<file path="src/core/gpio_ab_pkg.sv">
// Shared constants for the port A / port B pin block
package gpio_ab_pkg;

  ////////////////////////////////////////////////////////////////////////////
  // Bus geometry
  localparam int          ADDR_W       = 32;                // AHB address width
  localparam int          DATA_W       = 32;                // AHB data width
  localparam int          REG_IDX_W    = 4;                 // Word index bits decoded
  localparam int          IDX_LSB      = 2;                 // Byte offset bits below index
  localparam int          PA_W         = 4;                 // Port A pin count
  localparam int          PB_W         = 8;                 // Port B pin count

  ////////////////////////////////////////////////////////////////////////////
  // Register byte offsets
  localparam logic [31:0] OFS_PA_DIR   = 32'h0000_0000;     // port_a_direction, write only
  localparam logic [31:0] OFS_PA_DATA  = 32'h0000_0004;     // port_a_output_data
  localparam logic [31:0] OFS_PA_LEVEL = 32'h0000_0008;     // port_a_pin_level, read only
  localparam logic [31:0] OFS_PA_PULL  = 32'h0000_000C;     // port_a_pullup_ctrl
  localparam logic [31:0] OFS_PA_DRAIN = 32'h0000_0010;     // port_a_drain_type
  localparam logic [31:0] OFS_PB_DIR   = 32'h0000_0014;     // port_b_direction, write only
  localparam logic [31:0] OFS_PB_DATA  = 32'h0000_0018;     // port_b_output_data
  localparam logic [31:0] OFS_PB_LEVEL = 32'h0000_001C;     // port_b_pin_level, read only
  localparam logic [31:0] OFS_PA_FUNC  = 32'h0000_0020;     // Port A pin function select

  ////////////////////////////////////////////////////////////////////////////
  // Pin function select fields
  localparam int          FN_SHUT_LSB  = 0;                 // shutdown_input0..3_enable
  localparam int          FN_CKIN      = 4;                 // clock_input_select
  localparam int          FN_CKOUT     = 5;                 // clock_output_select
  localparam int          FN_SYNC      = 6;                 // Synchronous serial mode
  localparam int          FN_RXON      = 7;                 // sci_rx_on
  localparam int          FN_TXON      = 8;                 // sci_tx_on
  localparam int          FN_W         = 9;                 // Used width of the register

  ////////////////////////////////////////////////////////////////////////////
  // Reset values and AHB codes
  localparam logic [3:0]  PA_RESET     = 4'h0;              // Port A control bits
  localparam logic [7:0]  PB_RESET     = 8'h00;             // Port B control bits
  localparam logic [8:0]  FN_RESET     = 9'h000;            // Function select
  localparam logic [31:0] RD_ZERO      = 32'h0000_0000;     // Reserved and write-only reads
  localparam logic        RESP_OKAY    = 1'b0;              // Only response given

  // Port A pin function, one per pin
  typedef enum logic [2:0] {
    FUNC_GPIO_IN, FUNC_GPIO_OUT, FUNC_SHUTDOWN, FUNC_SER_CLK_IN, FUNC_SER_CLK_OUT,
    FUNC_SER_RX, FUNC_SER_TX
  } pin_func_t;

endpackage : gpio_ab_pkg

</file>
<file path="src/core/pin_sync.sv">
`timescale 1ns/10ps
`default_nettype none
// Three-stage pin sampler; the held level moves only when stages two and three agree
module pin_sync
  import gpio_ab_pkg::*;
#(
  parameter int W = 8                                     // Number of pins
) (
  // Clock
  input  wire logic         sys_clk,
  // Pins and filtered level
  input  wire logic [W-1:0] pinRaw,
  output logic      [W-1:0] pinLevel
);

  logic [W-1:0] stageOne;                                 // Metastable stage, read by stageTwo only
  logic [W-1:0] stageTwo;                                 // Second stage
  logic [W-1:0] stageThree;                               // Third stage

  ////////////////////////////////////////////////////////////////////////////
  // No reset on purpose: the level then reflects the pins even during reset
  always_ff @(posedge sys_clk) begin
    stageOne   <= pinRaw;
    stageTwo   <= stageOne;
    stageThree <= stageTwo;
  end

  // Accept a bit once the last two stages agree, so one-cycle glitches are dropped
  for (genvar i = 0; i < W; i++) begin : g_filt
    always_ff @(posedge sys_clk) begin
      if (stageTwo[i] == stageThree[i]) begin
        pinLevel[i] <= stageThree[i];
      end
    end
  end

endmodule : pin_sync
`default_nettype wire

</file>
<file path="src/core/port_a_mux.sv">
`timescale 1ns/10ps
`default_nettype none
// Port A pin function selection by fixed priority per pin
module port_a_mux
  import gpio_ab_pkg::*;
(
  // Clock and reset, for checks only
  input  wire logic            sys_clk,
  input  wire logic            rst,
  // Controls
  input  wire logic [PA_W-1:0] dir,
  input  wire logic [PA_W-1:0] outData,
  input  wire logic [FN_W-1:0] func,
  // Serial channel side
  input  wire logic            serTxData,
  input  wire logic            serClkOut,
  output logic                 serRxData,
  output logic                 serClkIn,
  output logic      [PA_W-1:0] shutdownReq,
  // Pin side
  input  wire logic [PA_W-1:0] pinLevel,
  output logic      [PA_W-1:0] pinIsOut,
  output logic      [PA_W-1:0] pinOutVal
);

  pin_func_t fn [PA_W];                                   // Chosen function per pin

  ////////////////////////////////////////////////////////////////////////////
  // Priority: shutdown input first, then serial use, then plain GPIO
  always_comb begin
    for (int i = 0; i < PA_W; i++) begin
      fn[i] = dir[i] ? FUNC_GPIO_OUT : FUNC_GPIO_IN;
    end
    if (func[FN_CKIN]) begin
      fn[3] = FUNC_SER_CLK_IN;
    end else if (func[FN_SYNC] || func[FN_CKOUT]) begin
      fn[3] = FUNC_SER_CLK_OUT;
    end
    if (func[FN_RXON]) begin
      fn[2] = FUNC_SER_RX;
    end
    if (func[FN_TXON]) begin
      fn[1] = FUNC_SER_TX;
    end
    for (int i = 0; i < PA_W; i++) begin
      if (func[FN_SHUT_LSB + i]) begin
        fn[i] = FUNC_SHUTDOWN;
      end
    end
  end

  // Drive value per function; inputs route the filtered level
  always_comb begin
    for (int i = 0; i < PA_W; i++) begin
      pinIsOut[i]    = (fn[i] == FUNC_GPIO_OUT) || (fn[i] == FUNC_SER_CLK_OUT)
                       || (fn[i] == FUNC_SER_TX);
      pinOutVal[i]   = (fn[i] == FUNC_SER_TX) ? serTxData
                     : (fn[i] == FUNC_SER_CLK_OUT) ? serClkOut : outData[i];
      shutdownReq[i] = (fn[i] == FUNC_SHUTDOWN) && pinLevel[i];
    end
    serRxData = (fn[2] == FUNC_SER_RX) ? pinLevel[2] : 1'b1;  // Idle mark when unused
    serClkIn  = (fn[3] == FUNC_SER_CLK_IN) && pinLevel[3];
  end

  ////////////////////////////////////////////////////////////////////////////
  a_a3_shutdown_first: assert property (
    @(posedge sys_clk) disable iff (rst)
    func[FN_SHUT_LSB + 3] |-> !pinIsOut[3] && (shutdownReq[3] == pinLevel[3]) && !serClkIn)
    else $error("pin A3 not a shutdown input");
  a_a3_clock_out: assert property (
    @(posedge sys_clk) disable iff (rst)
    (!func[FN_SHUT_LSB + 3] && !func[FN_CKIN] && func[FN_CKOUT])
      |-> pinIsOut[3] && (pinOutVal[3] == serClkOut))
    else $error("pin A3 not driving the serial clock");
  a_a2_receive: assert property (
    @(posedge sys_clk) disable iff (rst)
    (!func[FN_SHUT_LSB + 2] && func[FN_RXON]) |-> !pinIsOut[2] && (serRxData == pinLevel[2]))
    else $error("pin A2 not the receive input");
  a_a1_transmit: assert property (
    @(posedge sys_clk) disable iff (rst)
    (!func[FN_SHUT_LSB + 1] && func[FN_TXON]) |-> pinIsOut[1] && (pinOutVal[1] == serTxData))
    else $error("pin A1 not the transmit output");
  a_a0_plain_io: assert property (
    @(posedge sys_clk) disable iff (rst)
    !func[FN_SHUT_LSB] |-> (pinIsOut[0] == dir[0]) && !shutdownReq[0])
    else $error("pin A0 direction not followed");

endmodule : port_a_mux
`default_nettype wire

</file>
<file path="src/core/gpio_ports_ab.sv">
// Our own choices: the AHB-Lite slave port and the address map.
`timescale 1ns/10ps
`default_nettype none
// Function
// - Open-drain output also forces pull-up off
// - Drain bit zero gives push-pull output
// - Drain register: four bits, reset zero
// - A3: shutdown, clock in, clock out, GPIO
// - A2: shutdown, receive input, GPIO
// - A1: shutdown, transmit output, GPIO
// - A0: shutdown input or GPIO
// - Port B direction one means output
// - Port B direction is write only
// - Port B output data, eight bits, reset zero
// - Port B level: data if output, else pin
// - Port B level read only, shows data or pin per direction
// - Port A level: data if output, else pin
// - Pull-up bit turns on input pull-up
module gpio_ports_ab
  import gpio_ab_pkg::*;
(
  // Clock and reset
  input  wire logic              sys_clk,
  input  wire logic              rst,
  // AHB-Lite slave
  input  wire logic              hsel,
  input  wire logic [ADDR_W-1:0] haddr,
  input  wire logic [1:0]        htrans,
  input  wire logic              hwrite,
  input  wire logic [2:0]        hsize,
  input  wire logic              hready,
  input  wire logic [DATA_W-1:0] hwdata,
  output logic                   hreadyout,
  output logic                   hresp,
  output logic      [DATA_W-1:0] hrdata,
  // Serial channel 2 side
  input  wire logic              serTxData,
  input  wire logic              serClkOut,
  output logic                   serRxData,
  output logic                   serClkIn,
  // Output shutdown requests
  output logic      [PA_W-1:0]   shutdownReq,
  // Port A pins
  input  wire logic [PA_W-1:0]   paIn,
  output logic      [PA_W-1:0]   paOut,
  output logic      [PA_W-1:0]   paOe,
  output logic      [PA_W-1:0]   paPullup,
  // Port B pins
  input  wire logic [PB_W-1:0]   pbIn,
  output logic      [PB_W-1:0]   pbOut,
  output logic      [PB_W-1:0]   pbOe
);

  ////////////////////////////////////////////////////////////////////////////
  // Declarations

  // Control registers
  logic [PA_W-1:0] paDir;                                 // port_a_direction
  logic [PA_W-1:0] paData;                                // port_a_output_data
  logic [PA_W-1:0] paPull;                                // port_a_pullup_ctrl
  logic [PA_W-1:0] paDrain;                               // port_a_drain_type
  logic [FN_W-1:0] paFunc;                                // Pin function select
  logic [PB_W-1:0] pbDir;                                 // port_b_direction
  logic [PB_W-1:0] pbData;                                // port_b_output_data

  // Next values, including a write finishing this cycle
  logic [PA_W-1:0] next_paDir;
  logic [PA_W-1:0] next_paData;
  logic [PA_W-1:0] next_paPull;
  logic [PA_W-1:0] next_paDrain;
  logic [FN_W-1:0] next_paFunc;
  logic [PB_W-1:0] next_pbDir;
  logic [PB_W-1:0] next_pbData;

  // Bus pipeline
  logic              addrTaken;                           // Valid address phase seen now
  logic              wrPending;                           // Write data phase in progress
  logic [ADDR_W-1:0] wrAddr;                              // Address held for the write

  // Filtered pin levels
  logic [PA_W-1:0] paLevel;
  logic [PB_W-1:0] pbLevel;

  // Port A function outputs
  logic [PA_W-1:0] paIsOut;                               // Pin is an output of any kind
  logic [PA_W-1:0] paOutVal;                              // Level to present when driving

  ////////////////////////////////////////////////////////////////////////////
  // Helpers

  // Word match on the decoded index bits; used by both read and write decode
  function automatic logic hitReg(input logic [ADDR_W-1:0] a, input logic [31:0] ofs);
    hitReg = (a[IDX_LSB +: REG_IDX_W] == ofs[IDX_LSB +: REG_IDX_W])
             && (a[ADDR_W-1:IDX_LSB + REG_IDX_W] == '0);
  endfunction : hitReg

  // Output register when driving, pin otherwise
  function automatic logic [PB_W-1:0] levelView(input logic [PB_W-1:0] d,
                                                input logic [PB_W-1:0] q,
                                                input logic [PB_W-1:0] p);
    levelView = (d & q) | (~d & p);
  endfunction : levelView

  ////////////////////////////////////////////////////////////////////////////
  // Pin samplers

  // Port A pins come from the board, so they cross into this clock
  pin_sync #(
    .W (PA_W)
  ) u_sync_a (
    .sys_clk  (sys_clk),
    .pinRaw   (paIn),
    .pinLevel (paLevel)
  );

  // Port B pins likewise
  pin_sync #(
    .W (PB_W)
  ) u_sync_b (
    .sys_clk  (sys_clk),
    .pinRaw   (pbIn),
    .pinLevel (pbLevel)
  );

  ////////////////////////////////////////////////////////////////////////////
  // AHB-Lite slave

  // Zero wait states, always OKAY; hsize is ignored since only words are used
  assign hreadyout = 1'b1;
  assign hresp     = RESP_OKAY;
  assign addrTaken = hsel && htrans[1] && hready;

  // Hold the write address into the data phase
  always_ff @(posedge sys_clk) begin
    if (rst) begin
      wrPending <= 1'b0;
      wrAddr    <= '0;
    end else if (hready) begin
      wrPending <= addrTaken && hwrite;
      wrAddr    <= haddr;
    end
  end

  // Next register values; a write lands at the end of its data phase
  always_comb begin
    next_paDir   = paDir;
    next_paData  = paData;
    next_paPull  = paPull;
    next_paDrain = paDrain;
    next_paFunc  = paFunc;
    next_pbDir   = pbDir;
    next_pbData  = pbData;
    if (wrPending) begin
      // Level registers have no branch here, so writes to them vanish
      if (hitReg(wrAddr, OFS_PA_DIR)) begin
        next_paDir = hwdata[PA_W-1:0];
      end
      if (hitReg(wrAddr, OFS_PA_DATA)) begin
        next_paData = hwdata[PA_W-1:0];
      end
      if (hitReg(wrAddr, OFS_PA_PULL)) begin
        next_paPull = hwdata[PA_W-1:0];
      end
      if (hitReg(wrAddr, OFS_PA_DRAIN)) begin
        next_paDrain = hwdata[PA_W-1:0];
      end
      if (hitReg(wrAddr, OFS_PA_FUNC)) begin
        next_paFunc = hwdata[FN_W-1:0];
      end
      if (hitReg(wrAddr, OFS_PB_DIR)) begin
        next_pbDir = hwdata[PB_W-1:0];
      end
      if (hitReg(wrAddr, OFS_PB_DATA)) begin
        next_pbData = hwdata[PB_W-1:0];
      end
    end
  end

  // Port A control registers
  always_ff @(posedge sys_clk) begin
    if (rst) begin
      paDir   <= PA_RESET;
      paData  <= PA_RESET;
      paPull  <= PA_RESET;
      paDrain <= PA_RESET;
      paFunc  <= FN_RESET;
    end else begin
      paDir   <= next_paDir;
      paData  <= next_paData;
      paPull  <= next_paPull;
      paDrain <= next_paDrain;
      paFunc  <= next_paFunc;
    end
  end

  // Port B control registers
  always_ff @(posedge sys_clk) begin
    if (rst) begin
      pbDir  <= PB_RESET;
      pbData <= PB_RESET;
    end else begin
      pbDir  <= next_pbDir;
      pbData <= next_pbData;
    end
  end

  // Read data is latched at the address phase from next values, so a read that
  // directly follows a write already sees the written word
  always_ff @(posedge sys_clk) begin
    if (rst) begin
      hrdata <= RD_ZERO;
    end else if (hready) begin
      hrdata <= RD_ZERO;                                  // Unmapped, reserved, write only
      if (addrTaken && !hwrite) begin
        if (hitReg(haddr, OFS_PA_DATA)) begin
          hrdata[PA_W-1:0] <= next_paData;
        end
        if (hitReg(haddr, OFS_PA_LEVEL)) begin
          hrdata[PA_W-1:0] <= (next_paDir & next_paData) | (~next_paDir & paLevel);
        end
        if (hitReg(haddr, OFS_PA_PULL)) begin
          hrdata[PA_W-1:0] <= next_paPull;
        end
        if (hitReg(haddr, OFS_PA_DRAIN)) begin
          hrdata[PA_W-1:0] <= next_paDrain;
        end
        if (hitReg(haddr, OFS_PA_FUNC)) begin
          hrdata[FN_W-1:0] <= next_paFunc;
        end
        if (hitReg(haddr, OFS_PB_DATA)) begin
          hrdata[PB_W-1:0] <= next_pbData;
        end
        if (hitReg(haddr, OFS_PB_LEVEL)) begin
          hrdata[PB_W-1:0] <= levelView(next_pbDir, next_pbData, pbLevel);
        end
        // Direction registers fall through to zero
      end
    end
  end

  ////////////////////////////////////////////////////////////////////////////
  // Port A pin logic

  // Function selection per pin
  port_a_mux u_mux (
    .sys_clk     (sys_clk),
    .rst         (rst),
    .dir         (paDir),
    .outData     (paData),
    .func        (paFunc),
    .serTxData   (serTxData),
    .serClkOut   (serClkOut),
    .serRxData   (serRxData),
    .serClkIn    (serClkIn),
    .shutdownReq (shutdownReq),
    .pinLevel    (paLevel),
    .pinIsOut    (paIsOut),
    .pinOutVal   (paOutVal)
  );

  // Output stage; open drain also covers serial outputs on the same pin
  always_comb begin
    for (int i = 0; i < PA_W; i++) begin
      if (!paIsOut[i]) begin
        paOut[i]    = 1'b0;
        paOe[i]     = 1'b0;
        paPullup[i] = paPull[i];
      end else if (paDrain[i]) begin
        paOut[i]    = 1'b0;
        paOe[i]     = !paOutVal[i];
        paPullup[i] = 1'b0;
      end else begin
        paOut[i]    = paOutVal[i];
        paOe[i]     = 1'b1;
        paPullup[i] = 1'b0;
      end
    end
  end

  ////////////////////////////////////////////////////////////////////////////
  // Port B pin logic

  // Direction straight from the register; pull-up and open drain not here
  assign pbOut = pbData;
  assign pbOe  = pbDir;

  ////////////////////////////////////////////////////////////////////////////
  // Checks

  a_od_low_release: assert property (
    @(posedge sys_clk) disable iff (rst)
    (paIsOut[0] && paDrain[0]) |-> (paOe[0] == !paOutVal[0]) && !paOut[0] && !paPullup[0])
    else $error("open drain pin A0 drives wrong");
  a_pp_drive_level: assert property (
    @(posedge sys_clk) disable iff (rst)
    (paIsOut[1] && !paDrain[1]) |-> paOe[1] && (paOut[1] == paOutVal[1]))
    else $error("push-pull pin A1 drives wrong");
  a_pull_input_only: assert property (
    @(posedge sys_clk) disable iff (rst)
    paPullup[2] |-> paPull[2] && !paIsOut[2])
    else $error("pull-up on while pin A2 is not an input");
  a_drain_write_lands: assert property (
    @(posedge sys_clk) disable iff (rst)
    (addrTaken && hwrite && hitReg(haddr, OFS_PA_DRAIN))
      |=> ##1 (paDrain == $past(hwdata[PA_W-1:0])))
    else $error("open-drain control write lost");
  a_pbdir_reads_zero: assert property (
    @(posedge sys_clk) disable iff (rst)
    (addrTaken && !hwrite && hitReg(haddr, OFS_PB_DIR)) |=> (hrdata == RD_ZERO))
    else $error("port B direction readable");
  a_pb_level_view: assert property (
    @(posedge sys_clk) disable iff (rst)
    (addrTaken && !hwrite && !wrPending && hitReg(haddr, OFS_PB_LEVEL))
      |=> (hrdata[PB_W-1:0] == levelView($past(pbDir), $past(pbData), $past(pbLevel))))
    else $error("port B level read wrong");
  a_pb_level_no_write: assert property (
    @(posedge sys_clk) disable iff (rst)
    (addrTaken && hwrite && hitReg(haddr, OFS_PB_LEVEL)) |-> ##2 $stable(pbDir) && $stable(pbData))
    else $error("write to port B level changed state");
  a_pb_oe_follows: assert property (
    @(posedge sys_clk) disable iff (rst)
    (wrPending && hitReg(wrAddr, OFS_PB_DIR)) |=> (pbOe == $past(hwdata[PB_W-1:0])))
    else $error("port B output enable not following direction");

  // The port A pin checks above watch sample pins; the ones below cover whole ports
  // Port A level read, mirror of the port B check
  a_pa_level_view: assert property (
    @(posedge sys_clk) disable iff (rst)
    (addrTaken && !hwrite && !wrPending && hitReg(haddr, OFS_PA_LEVEL))
      |=> (hrdata[PA_W-1:0] == (($past(paDir) & $past(paData))
                                | (~$past(paDir) & $past(paLevel)))))
    else $error("port A level read wrong");
  // Port B output data reaches the pins one edge after the write
  a_pbdata_lands: assert property (
    @(posedge sys_clk) disable iff (rst)
    (wrPending && hitReg(wrAddr, OFS_PB_DATA)) |=> (pbOut == $past(hwdata[PB_W-1:0])))
    else $error("port B output data write lost");
  // Control state is clear on the first edge after reset; not disabled by reset itself
  a_reset_clears: assert property (
    @(posedge sys_clk)
    $fell(rst) |-> (paDrain == PA_RESET) && (pbDir == PB_RESET) && (pbData == PB_RESET))
    else $error("control registers not cleared by reset");
  // Every open-drain output on port A: low drive only, pull-up off
  a_od_pullup_off: assert property (
    @(posedge sys_clk) disable iff (rst)
    ((paIsOut & paDrain & (paPullup | paOut)) == '0))
    else $error("open-drain pin with pull-up or high drive");
  // Inputs never drive, and their pull-up follows the control bit
  a_input_no_drive: assert property (
    @(posedge sys_clk) disable iff (rst)
    ((~paIsOut & (paOe | (paPullup ^ paPull))) == '0))
    else $error("input pin driving or pull-up wrong");

endmodule : gpio_ports_ab
`default_nettype wire

</file>
<file path="config.mk">
export PLATFORM = sky130hd
export DESIGN_NAME = gpio_ports_ab
export DESIGN_NICKNAME = d
export VERILOG_FILES = /design/src/core/gpio_ab_pkg.sv /design/src/core/pin_sync.sv /design/src/core/port_a_mux.sv /design/src/core/gpio_ports_ab.sv
export SDC_FILE = /design/constraint.sdc
export NUM_CORES = 1
export LEC_CHECK = 0
export ABC_CLOCK_PERIOD_IN_PS = 4600
export BUFFER_PORTS_ARGS = -buffer_cell sky130_fd_sc_hd__buf_4
export CAP_MARGIN = 20
export CORE_MARGIN = 4
export CORE_UTILIZATION = 56
export DETAILED_ROUTE_END_ITERATION = 10
export GPL_TIMING_DRIVEN = 0
export PLACE_DENSITY = 0.85
export SETUP_SLACK_MARGIN = 0.1
export SLEW_MARGIN = 20
export SYNTH_ARGS = -nofsm -noshare
export SYNTH_HDL_FRONTEND = slang
export SYNTH_SLANG_ARGS = --single-unit
</file>
<file path="constraint.sdc">
create_clock -name sys_clk -period 4.6 [get_ports sys_clk]
set_input_delay 0.69 -clock sys_clk [delete_from_list [all_inputs] [get_ports sys_clk]]
set_output_delay 0.69 -clock sys_clk [all_outputs]
set_load 0.05 [all_outputs]
</file>
==> results by group, run 1 <==
Timing
  – Setup TNS: 0 ns
  – Slew margin rel.: 44.5%
  – Worst-margin pin slew: 0.829 ns
  – Final Cycle Share: 62.1%
  – Final setup fails: 0
  – RSZ-0062 raised after global routing: false
  – Final hold vios: 0
  – Fmax achieved: 350 MHz
  – Skew final: 0.00753 ns
  – Tmin final: 2.85 ns
  – Slew Limit Fails: 0

Outcome
  – Status: completed

Yosys
  – Yosys reg bits: 129
  – Mapped Cells: 557
  – Mean Syn Cell Area: 10.1 um^2
  – EDFF count, synth: 12
  – Async SR Flop Fraction: 0%
  – Ys Warns: 0
  – Syn Std Cell Area: 5650 um^2
  – Most used DFF post-synth: dfxtp_1
  – Cell variety after synth: 66
  – Register area share after synthesis: 47.8%

Pwr
  – VDD IR max: 0.231 mV
  – Internal: 2.01 mW
  – Leakage power: 3.03 nW
  – Sw Pwr: 713 uW
  – Clk network pwr share: 47.7%
  – Seq pwr share: 44.2%
  – Pwr Density: 380 nW/um^2
  – Sw Ratio: 26.2%
  – Pwr Total: 2.73 mW
  – Combinational share of power: 8.1%

Final layout
  – Antenna diode count: 0
  – Storage element area: 2700 um^2
  – Most frequent cells in the layout: buf_4, dfxtp_1, nor2_1, mux2i_1, conb_1
  – Layout area overhead: 27.1%
  – Fillers: 746
  – Final #Nets: 781
  – Commonest non-fill, non-tap cell in the layout: buf_4
  – Share of layout cells above drive strength 1: 25.8%
  – Area of the multi-input gates: 2660 um^2

Routing
  – Post-route DRC violation count: 0
  – Routed WL: 14.9 mm
  – Post-route ant nets: 0
  – Per-cell routed wire length: 17.7 um
  – Vias: 4757
  – Initial DRT Pass Iterations: 6
  – Violation count after the first detailed-route iteration: 392
  – Vias per Instance: 5.67

Critical path
  – CP max-delay cell: nor4_2
  – RR Startpoint: wrAddr[17]
  – Largest delay contributor family on the critical path: simple AND/OR/NAND/NOR gates
  – Crit Path Class: reg2reg
  – CP Max Fanout: 10
  – Worst path bufs/invs: 1
  – Worst setup startpoint: wrAddr[17]
  – Critical Path End Type: flip-flop
  – Most frequent CP cell: nor4_2
  – Setup crit end: hrdata[0]
  – Worst R2R Setup Slack: 1.75 ns
  – Worst EP arrival: 3.28 ns
  – Reg2Reg Capture Point: hrdata[0]
  – Req. time, crit path: 5.03 ns
  – CP Cell Sequence: nor4_2 -> nand4_2 -> buf_6 -> nor4_2 -> mux2i_1 -> o211ai_1 -> o2111ai_1 -> nand2_1
  – Slowest cell delay on critical path: 0.74 ns
  – Stages on the worst setup path: 8
  – Worst r2r path cells: 8
  – Startpoint Class: flip-flop

GRT
  – Number of global-route vias before repair: 4734
  – Initial antenna violation count: 0
  – Global-route wire length before repair: 23.4 mm
  – Total grt overflow: 0
  – Total track usage: 26.0%
  – Largest net degree at the start of global routing: 17

CTS
  – H-tree Lvls: 4
  – Clock Path Buffers: 2
  – CTS tree: built
  – TritonCTS Buffers: 17
  – Post-CTS Setup Repair Bufs: 0
  – Worst-Skew Late Latency: 0.54 ns
  – Post-CTS sizing: 0
  – Clk root buf: clkbuf_8
  – CTS Hold Bufs: 0
  – CTS clk-pin slew, worst paths: 0.06 ns
  – Clock Sinks: 129

Min path
  – Hold Path Stages: 1
  – Hold Crit Class: in2reg

Placed design
  – Gpl congestion: 0.948
  – Number of port buffers: 94
  – Detailed Place HPWL: 10.8 mm

Floorplan
  – Chip width: 108 um
  – Core area: 9820 um^2
  – Full die area: 11800 um^2
  – Initial Util: 57.5%
  – Top Ports: 156
  – Row cnt: 36
  – DIE HEIGHT: 108 um

Flow run
  – Total of max-cap violations: 0
==> flip-flops by register name, summed over array words and instances (netlist names) <==
| register | cells |
|---|---|
| paPull | 4 |
| hrdata | 9 |
| u_sync_a.stageTwo | 4 |
| u_sync_b.stageThree | 8 |
| u_sync_b.pinLevel | 8 |
| wrAddr | 30 |
| paDrain | 4 |
| paDir | 4 |
| u_sync_b.stageTwo | 8 |
| u_sync_b.stageOne | 8 |
| u_sync_a.stageOne | 4 |
| paFunc | 9 |
| u_sync_a.stageThree | 4 |
| pbOe | 8 |
| wrPending | 1 |
| paData | 4 |
| pbOut | 8 |
| u_sync_a.pinLevel | 4 |
==> routing by layer <==
layer	part of all wire, %	GRT usage [%]	vias up
li1	-	-	2235
met1	39	32.1	2238
met2	49	42.5	240
met3	9.2	7.04	44
met4	2.8	11.3	0
met5	0	0	-
==> kinds of logic (layout without fill, tap and decap cells) <==
kind of cell | count (synthesis) | in the layout | share of synthesized area (%)
simple gates | 204 | 204 | 21.0
flops | 129 | 129 | 47.8
compound gates | 81 | 81 | 10.5
buf+inv | 66 | 192 | 6.69
mux | 63 | 63 | 11.9
xor+xnor | 12 | 12 | 1.86
other cells | 2 | 25 | 0.133
==> cell type report <==
cell class	count	area share [%]
buffer	52	4.53
clock buffer	18	5.96
clock inverter	14	2.00
inverter	14	0.732
multi-input combinational	385	37.0
sequential	129	37.6
tap	133	2.32
timing repair buffer	94	9.83
==> cell usage after synthesis, types with 5 or more instances <==
cell | n | area (um^2)
edfxtp_1 | 12 | 360
nand3_1 | 8 | 40.0
buf_4 | 26 | 195
a21boi_0 | 6 | 45.0
buf_1 | 5 | 18.8
a211oi_1 | 7 | 52.6
nor2_1 | 84 | 315
nand2_1 | 20 | 75.1
xnor2_1 | 12 | 105
o21ai_0 | 12 | 60.1
mux2i_1 | 56 | 561
nor4_2 | 7 | 87.6
and2_1 | 15 | 93.8
o211ai_1 | 5 | 37.5
inv_1 | 14 | 52.6
nand2b_1 | 6 | 37.5
a21oi_1 | 12 | 60.1
clkbuf_1 | 17 | 63.8
nand4_1 | 7 | 43.8
dfxtp_1 | 117 | 2340
nor4_1 | 12 | 75.1
==> worst register-to-register path, cell delays in order (launching register included) <==
cell and delay (ns):
dfxtp_1 0.31, nor4_2 0.38, nand4_2 0.29, buf_6 0.25, nor4_2 0.75, mux2i_1 0.36, o211ai_1 0.14, o2111ai_1 0.20
nand2_1 0.07
==> power groups by stage <==
stage          Clock (mW)  Sequential [mW]  Combinational, mW
4_1_cts              1.30             1.20              0.219
5_1_grt              1.36             1.21              0.237
2_1_floorplan           0             1.22              0.152
3_3_place_gp            0             1.23              0.212
6_report             1.30             1.20              0.222
3_5_place_dp            0             1.23              0.218
==> how the worst min path moves through the flow <==
stage / start / end / slack, ns
after global placement: u_sync_b.stageOne[1] / u_sync_b.stageTwo[1] / 0.31
after global routing: pbIn[0] / u_sync_b.stageOne[0] / 0.24
after floorplan: u_sync_a.stageOne[0] / u_sync_a.stageTwo[0] / 0.31
final: pbIn[3] / u_sync_b.stageOne[3] / 0.25
after detailed placement: u_sync_a.stageOne[1] / u_sync_a.stageTwo[1] / 0.31
after CTS: pbIn[4] / u_sync_b.stageOne[4] / 0.25
==> per-stage QoR <==
stage / instances / hold slack (ns) / util, % / setup slack (ns) / cell area, um^2
after floorplan: 580 / 0.310 / - / 1.93 / 5740
after global placement: 807 / 0.311 / 67.3 / 1.46 / 6610
after detailed placement: 807 / 0.313 / 67.3 / 1.45 / 6610
after CTS: 839 / 0.248 / 73.1 / 1.78 / 7180
after global routing: 839 / 0.241 / 73.1 / 1.63 / 7180
final: 839 / 0.248 / 73.1 / 1.75 / 7180
Note: power is estimated with default switching activity, not from simulation.
==> run 2: changes to the inputs <==
ABC_AREA = 1   (was not set)
ABC_CLOCK_PERIOD_IN_PS = 2400   (was 4600)
CORE_UTILIZATION = 47   (was 56)
PLACE_DENSITY = 0.76   (was 0.85)
clock period = 2.4 ns   (was 4.6 ns; I/O delays follow)
==> run 2 against run 1 <==
Final area is 1.2% higher. Critical path depth is 5 higher. First-iteration DRC count is 4.1% lower. Critical endpoint unchanged.
==> results by group, run 2 <==
Floorplan
  – DIE HEIGHT: 117 um (was 108 um)
  – Core area: 11500 um^2 (was 9820 um^2)
  – Row cnt: 39 (was 36)
  – Chip width: 117 um (was 108 um)
  – Top Ports: 156 (unchanged)
  – Initial Util: 48.6% (was 57.5%)
  – Full die area: 13700 um^2 (was 11800 um^2)

CTS
  – H-tree Lvls: 4 (unchanged)
  – CTS clk-pin slew, worst paths: 0.06 ns (about the same)
  – Clk root buf: clkbuf_16 (was clkbuf_8)
  – Clock Sinks: 129 (unchanged)
  – CTS tree: built (unchanged)
  – Worst-Skew Late Latency: 0.42 ns (was 0.54 ns)
  – CTS Hold Bufs: 0 (unchanged)
  – Clock Path Buffers: 2 (unchanged)
  – TritonCTS Buffers: 17 (unchanged)

Yosys
  – Synth top cells by count: nand2_1, nor2_1, dfxtp_1, inv_1, a21oi_1 (was dfxtp_1, nor2_1, mux2i_1, buf_4, nand2_1)
  – Top cells by area, synth: dfxtp_1, nand2_1, nor2_1 (was dfxtp_1, mux2i_1, edfxtp_1)
  – EDFF count, synth: 12 (unchanged)
  – Most used DFF post-synth: dfxtp_1 (unchanged)
  – Yosys top cell by area: dfxtp_1 (unchanged)
  – Ys Warns: 0 (unchanged)
  – Cell variety after synth: 42 (was 66)
  – Most numerous cell in the Yosys netlist: nand2_1 (was dfxtp_1)
  – Syn Std Cell Area: 5600 um^2 (was 5650 um^2)
  – Mapped Cells: 744 (was 557)
  – Mean Syn Cell Area: 7.53 um^2 (was 10.1 um^2)
  – Post-synth top area share: 41.8% (was 41.5%)
  – Async SR Flop Fraction: 0% (unchanged)
  – Register area share after synthesis: 48.3% (was 47.8%)
  – Yosys reg bits: 129 (unchanged)

Pwr
  – Pwr Density: 720 nW/um^2 (was 380 nW/um^2)
  – Leakage power: 3.50 nW (was 3.03 nW)
  – VDD IR max: 0.920 mV (was 0.231 mV)

Placed design
  – Detailed Place HPWL: 10.8 mm (about the same)
  – Number of port buffers: 100 (was 94)
  – Gpl congestion: 0.929 (was 0.948)
  – Dpl cells: 1010 (was 807)

Final layout
  – Largest regs: wrAddr: 30 flops, hrdata: 9 flops, paFunc: 9 flops (unchanged)
  – Share of layout cells above drive strength 1: 21.4% (was 25.8%)
  – Layout area overhead: 29.7% (was 27.1%)
  – Non-filler cells, final: 1045 (was 839)
  – Most frequent cells in the layout: nand2_1, buf_4, nor2_1, dfxtp_1, inv_1 (was buf_4, dfxtp_1, nor2_1, mux2i_1, conb_1)
  – Final #Nets: 977 (was 781)
  – Reg with most FFs: wrAddr (unchanged)
  – Number of flip-flops under the largest register name: 30 (unchanged)
  – Commonest non-fill, non-tap cell in the layout: nand2_1 (was buf_4)
  – Antenna diode count: 0 (unchanged)

Critical path
  – Reg2Reg Capture Point: hrdata[0] (unchanged)
  – Startpoint Class: flip-flop (unchanged)
  – Worst R2R Setup Slack: 0.18 ns (was 1.75 ns)
  – Crit Path Class: reg2reg (unchanged)
  – CP Max Fanout: 8 (was 10)
  – Worst EP arrival: 2.50 ns (was 3.28 ns)
  – Req. time, crit path: 2.68 ns (was 5.03 ns)
  – Worst r2r path cells: 13 (was 8)
  – Critical Path End Type: flip-flop (unchanged)
  – RR Startpoint: wrAddr[26] (was wrAddr[17])

GRT
  – Global-route wire length before repair: 22.4 mm (was 23.4 mm)
  – Total grt overflow: 0 (unchanged)
  – Total track usage: 21.4% (was 26.0%)
  – Largest net degree at the start of global routing: 17 (unchanged)
  – Number of global-route vias before repair: 4696 (was 4734)
  – Initial antenna violation count: 0 (unchanged)

Min path
  – Hold Path Stages: 1 (unchanged)
  – Worst Hold Path EP: u_sync_b.stageOne[6] (was u_sync_b.stageOne[3])
  – Hold_sp: pbIn[6] (was pbIn[3])
  – Hold Crit Class: in2reg (unchanged)

Timing
  – Slew margin rel.: 57.3% (was 44.5%)
  – Final hold vios: 0 (unchanged)
  – Slew Limit Fails: 0 (unchanged)
  – Worst-margin pin slew: 0.641 ns (was 0.829 ns)
  – Tmin final: 2.22 ns (was 2.85 ns)
  – Fmax achieved: 451 MHz (was 350 MHz)
  – Setup TNS: 0 ns (unchanged)
  – Final Cycle Share: 92.4% (was 62.1%)
  – Final setup fails: 0 (unchanged)
  – RSZ-0062 raised after global routing: true (was false)
  – Skew final: 0.00871 ns (was 0.00753 ns)

Routing
  – Vias per Instance: 4.90 (was 5.67)
  – Vias: 5121 (was 4757)
  – Post-route DRC violation count: 0 (unchanged)
  – Routed WL: 14.3 mm (was 14.9 mm)
  – Per-cell routed wire length: 13.7 um (was 17.7 um)
  – Post-route ant nets: 0 (unchanged)
  – Violation count after the first detailed-route iteration: 376 (was 392)
  – Initial DRT Pass Iterations: 5 (was 6)

Flow run
  – Total of max-cap violations: 0 (unchanged)

Outcome
  – Status: completed (unchanged)
run 2: logic make-up after synthesis:
logic type | count (synthesis) | share of synthesized area [%]
AOI/OAI and AO/OA | 109 | 11.2
xor gates and xnor gates | 12 | 1.88
and+or+nand+nor | 351 | 26.9
other | 2 | 0.134
DFF | 129 | 48.3
buffers and inverters | 141 | 11.6
run 2: worst max-delay path by stage:
stage | from | cells after the start | to | slack (ns)
finish | wrAddr[26] | 13 | hrdata[0] | 0.18
global placement | haddr[22] | 15 | hrdata[3] | 0.08
detailed placement | haddr[22] | 15 | hrdata[3] | 0.09
floorplan | paFunc[7] | 3 | paOut[2] | 0.39
CTS | wrAddr[26] | 17 | hrdata[2] | 0.22
global route | wrAddr[26] | 17 | hrdata[2] | 0.09
run 2: worst max-delay path: stages, from the launching register on:
cell and delay [ns]:
dfxtp_1 0.32, nor2_2 0.13, nand2_1 0.09, nor2_2 0.14, nand2_2 0.10, nor2_8 0.23
buf_8 0.16, nand3_4 0.12, a21oi_1 0.24, nor2_1 0.06, nor2_1 0.17, nand3_1 0.13
nand2_1 0.11, a21oi_1 0.07
run 2: repair_timing:
action / 4_1_cts / 5_1_grt
setup buffers: 0 / 2
endpoints found under the setup margin: 0 / 2
resized for setup: 0 / 6
run 2: cell type report:
cell class	count	area (um^2)
Sequential cell	129	2700
Clock buffer	17	425
Clock inverter	15	166
Fill cell	1012	4250
Tap cell	143	179
Timing Repair Buffer	103	791
Multi-Input combinational cell	497	2350
Buffer	45	290
Inverter	96	362
run 2: report_power, final:
part	switching (mW)	internal [mW]	total (mW)
Combinational	0.263	0.160	0.423
Clock	1.11	1.40	2.50
Sequential	0.0472	2.26	2.31
run 2: routing by layer:
metal	track usage (%)	vias up	part of all wire [%]
met2	35.4	216	48
met1	26.9	2295	41
met5	0	-	0
met3	6.22	19	8.7
li1	-	2591	-
met4	7.19	0	1.9
run 2: stage by stage:
stage / power [mW] / instance area [um^2] / setup slack, ns / hold WS [ns] / utilization (%)
floorplan: 2.62 / 5690 / 0.395 / 0.310 / -
global placement: 2.76 / 6620 / 0.0790 / 0.310 / 57.4
detailed placement: 2.77 / 6620 / 0.0883 / 0.312 / 57.4
CTS: 5.26 / 7210 / 0.216 / 0.0252 / 62.6
global route: 5.41 / 7260 / 0.0854 / 0.0261 / 63.1
finish: 5.23 / 7260 / 0.183 / 0.0404 / 63.1
==> run 3: changes to the inputs <==
SYNTH_HIERARCHICAL = 1   (was not set)
==> run 3 against run 2 <==
Sequential power is essentially flat. Critical path depth grew 1. Cell count grew 5.6%. Count of clock-buffer cells in the layout is the same. Combinational power shrank 6.9%. Highest routed layer unchanged. Setup slack gained 0.12 ns.
==> results by group, run 3 <==
Outcome
  – Status: completed (unchanged)

Critical path
  – Startpoint Class: flip-flop (unchanged)
  – Worst R2R Setup Slack: 0.30 ns (was 0.18 ns)
  – RR Startpoint: wrAddr[22] (was wrAddr[26])
  – CP max-delay cell: dfxtp_1 (unchanged)
  – CP Max Fanout: 9 (was 8)
  – Worst r2r path cells: 14 (was 13)
  – Req. time, crit path: 2.71 ns (was 2.68 ns)
  – Most frequent CP cell: nand2_1
  – Slowest cell delay on critical path: 0.31 ns (was 0.32 ns)
  – Reg2Reg Capture Point: hrdata[2] (was hrdata[0])
  – Worst EP arrival: 2.41 ns (was 2.50 ns)
  – Setup crit end: hrdata[2] (was hrdata[0])
  – CP Cell Sequence: nor2_1 -> nand2_1 -> nor2_1 -> nand2_1 -> nor2_8 -> nand2_1 -> o21ai_1 -> a21oi_1 -> nand2_1 -> nand2_1 -> nand2_1 -> nand2_1 -> nand2_1 -> nand2_1 (was nor2_2 -> nand2_1 -> nor2_2 -> nand2_2 -> nor2_8 -> buf_8 -> nand3_4 -> a21oi_1 -> nor2_1 -> nor2_1 -> nand3_1 -> nand2_1 -> a21oi_1)
  – Crit Path Class: reg2reg (unchanged)
  – Critical Path End Type: flip-flop (unchanged)
  – Worst setup startpoint: wrAddr[22] (was wrAddr[26])

Routing
  – Vias per Instance: 4.58 (was 4.90)
  – Initial DRT Pass Iterations: 5 (unchanged)
  – Per-cell routed wire length: 12.3 um (was 13.7 um)
  – Post-route DRC violation count: 0 (unchanged)
  – Violation count after the first detailed-route iteration: 295 (was 376)
  – Vias: 5055 (was 5121)
  – Post-route ant nets: 0 (unchanged)
  – Routed WL: 13.6 mm (was 14.3 mm)

Min path
  – Hold Crit Class: in2reg (unchanged)

GRT
  – Total grt overflow: 0 (unchanged)
  – Initial antenna violation count: 0 (unchanged)
  – Number of global-route vias before repair: 4860 (was 4696)
  – Total track usage: 19.9% (was 21.4%)
  – Global-route wire length before repair: 22.8 mm (was 22.4 mm)
  – Largest net degree at the start of global routing: 17 (unchanged)

Yosys
  – Cell variety after synth: 37 (was 42)
  – Ys Warns: 6 (was 0)
  – Mean Syn Cell Area: 7.07 um^2 (was 7.53 um^2)
  – Mapped Cells: 807 (was 744)
  – Synth top cells by count: nand2_1, nor2_1, inv_1, dfxtp_1 (was nand2_1, nor2_1, dfxtp_1, inv_1, a21oi_1)
  – Async SR Flop Fraction: 0% (unchanged)
  – Register area share after synthesis: 47.4% (was 48.3%)
  – Top cells by area, synth: dfxtp_1, nand2_1, nor2_1 (unchanged)
  – Syn Std Cell Area: 5710 um^2 (was 5600 um^2)
  – Most used DFF post-synth: dfxtp_1 (unchanged)
  – Yosys reg bits: 129 (unchanged)
  – Most numerous cell in the Yosys netlist: nand2_1 (unchanged)
  – EDFF count, synth: 12 (unchanged)
  – Yosys top cell by area: dfxtp_1 (unchanged)
  – Post-synth top area share: 41.0% (was 41.8%)

CTS
  – Clock Path Buffers: 2 (unchanged)
  – CTS Hold Bufs: 0 (unchanged)
  – Post-CTS Setup Repair Bufs: 0 (unchanged)
  – H-tree Lvls: 4 (unchanged)
  – Worst-Skew Late Latency: 0.42 ns (about the same)
  – CTS clk-pin slew, worst paths: 0.06 ns (about the same)
  – Clock Sinks: 129 (unchanged)
  – Clk root buf: clkbuf_16 (unchanged)
  – TritonCTS Buffers: 17 (unchanged)
  – CTS tree: built (unchanged)

Final layout
  – Most frequent cells in the layout: nand2_1, nor2_1, buf_4, inv_1, dfxtp_1 (was nand2_1, buf_4, nor2_1, dfxtp_1, inv_1)
  – Final core utilization: 62.7% (was 63.1%)
  – Non-filler cells, final: 1104 (was 1045)
  – Finished Cell Area: 7310 um^2 (was 7260 um^2)
  – Commonest non-fill, non-tap cell in the layout: nand2_1 (unchanged)
  – Largest regs: wrAddr: 30 flops, hrdata: 9 flops, paFunc: 9 flops (unchanged)
  – Number of flip-flops under the largest register name: 30 (unchanged)
  – Final #Nets: 1036 (was 977)
  – Fillers: 1060 (was 1012)
  – Reg with most FFs: wrAddr (unchanged)
  – Antenna diode count: 0 (unchanged)
  – Layout area overhead: 28.1% (was 29.7%)
  – Share of layout cells above drive strength 1: 19.1% (was 21.4%)

Placed design
  – Detailed Place HPWL: 10.5 mm (was 10.8 mm)
  – Gpl congestion: 0.906 (was 0.929)
  – Number of port buffers: 99 (was 100)
  – Post-DP Area: 6720 um^2 (was 6620 um^2)
  – Dpl cells: 1072 (was 1010)
  – Post-Place Worst Slack: 0.0580 ns (was 0.0883 ns)

Timing
  – Hold slack: 0.0432 ns (was 0.0404 ns)
  – Tmin final: 2.10 ns (was 2.22 ns)
  – PnR worst setup slack: 0.302 ns (was 0.183 ns)
  – Slew margin rel.: 56.3% (was 57.3%)
  – Setup TNS: 0 ns (unchanged)
  – Fmax achieved: 477 MHz (was 451 MHz)
  – Slew Limit Fails: 0 (unchanged)
  – Final Cycle Share: 87.4% (was 92.4%)
  – Final setup fails: 0 (unchanged)
  – Skew final: 0.00602 ns (was 0.00871 ns)
  – Final hold vios: 0 (unchanged)
  – RSZ-0062 raised after global routing: true (unchanged)
  – Worst-margin pin slew: 0.654 ns (was 0.641 ns)

Floorplan
  – Initial Util: 48.9% (was 48.6%)
  – Core area: 11700 um^2 (was 11500 um^2)
  – Chip width: 118 um (was 117 um)
  – Full die area: 14000 um^2 (was 13700 um^2)
  – Row cnt: 39 (unchanged)
  – DIE HEIGHT: 118 um (was 117 um)
  – Top Ports: 156 (unchanged)

Pwr
  – Clk network pwr share: 48.6% (was 47.8%)
  – VDD IR max: 0.638 mV (was 0.920 mV)
  – Combinational share of power: 7.5% (was 8.1%)
  – Leakage power: 3.79 nW (was 3.50 nW)
  – Internal: 3.87 mW (was 3.82 mW)
  – Sw Pwr: 1.36 mW (was 1.42 mW)
  – Sw Ratio: 25.9% (was 27.1%)
  – Seq pwr share: 43.8% (was 44.1%)
  – Pwr Density: 715 nW/um^2 (was 720 nW/um^2)
  – Pwr Total: 5.23 mW (about the same)

Flow run
  – Total of max-cap violations: 0 (unchanged)
## run 3: cell count changes in the layout (fill, tap and decap cells not counted), sizes merged, moves of 3 or more
cell    before  now
nand4        5    1
mux2i        0    3
nand2      171  195
inv        103  131
nand3       31   34
nor2       128  133
xnor2       12    0
or2          3   11
a211oi      18    0
o21ai       39   65
nor4         3    0
a31oi        1    4
## run 3: layer usage
metal	GRT usage (%)	vias up	routed length (um)
li1	-	2729	-
met1	25.7	2202	6280
met2	33.4	111	6370
met3	5.49	13	836
met4	4.47	0	116
met5	0	-	0
## run 3: cell families (layout without fill, tap and decap cells)
kind of cell | after synthesis | in the layout | share of synthesized area [%]
DFF | 129 | 129 | 47.4
buffers and inverters | 172 | 303 | 13.4
other | 2 | 25 | 0.132
AOI/OAI and AO/OA | 118 | 118 | 10.7
and+or+nand+nor | 383 | 383 | 27.9
muxes | 3 | 3 | 0.526
## run 3: how the worst min path moves through the flow
stage          depth (start not counted)                    to  slack, ns                  from
2_1_floorplan                          0  u_sync_a/stageTwo[0]       0.31  u_sync_a/stageOne[0]
3_3_place_gp                           0  u_sync_a/stageTwo[3]       0.31  u_sync_a/stageOne[3]
3_5_place_dp                           0  u_sync_b/stageTwo[0]       0.31  u_sync_b/stageOne[0]
4_1_cts                                1  u_sync_a/stageOne[3]       0.03               paIn[3]
5_1_grt                                1  u_sync_b/stageOne[6]       0.03               pbIn[6]
6_report                               1  u_sync_a/stageOne[3]       0.04               paIn[3]
## run 3: timing repair
item	4_1_cts	5_1_grt
hold endpoints to repair	0	0
setup endpoints to repair	0	5
resized for setup	0	7
## run 3: cell type report
class	count	area, um^2	share of cell area, %
Buffer	47	295	4.04
Inverter	125	469	6.42
Timing Repair Buffer	99	743	10.2
Clock buffer	17	425	5.82
Clock inverter	15	168	2.29
Sequential cell	129	2700	37.0
Multi-Input combinational cell	529	2330	31.8
Tap cell	143	179	2.45
## run 3: power groups by stage
stage               clock (mW)  sequential (mW)  combinational (mW)
floorplan                    0             2.33               0.266
global placement             0             2.33               0.385
detailed placement           0             2.34               0.390
CTS                       2.58             2.29               0.391
global route              2.69             2.30               0.439
finish                    2.54             2.29               0.394
## run 3: critical path: cells and delay by family, from the launching register on
| kind | cells | cell delay, ns |
|---|---|---|
| and+or+nand+nor | 12 | 1.34 |
| AOI/OAI and AO/OA | 2 | 0.34 |
| DFF | 1 | 0.31 |
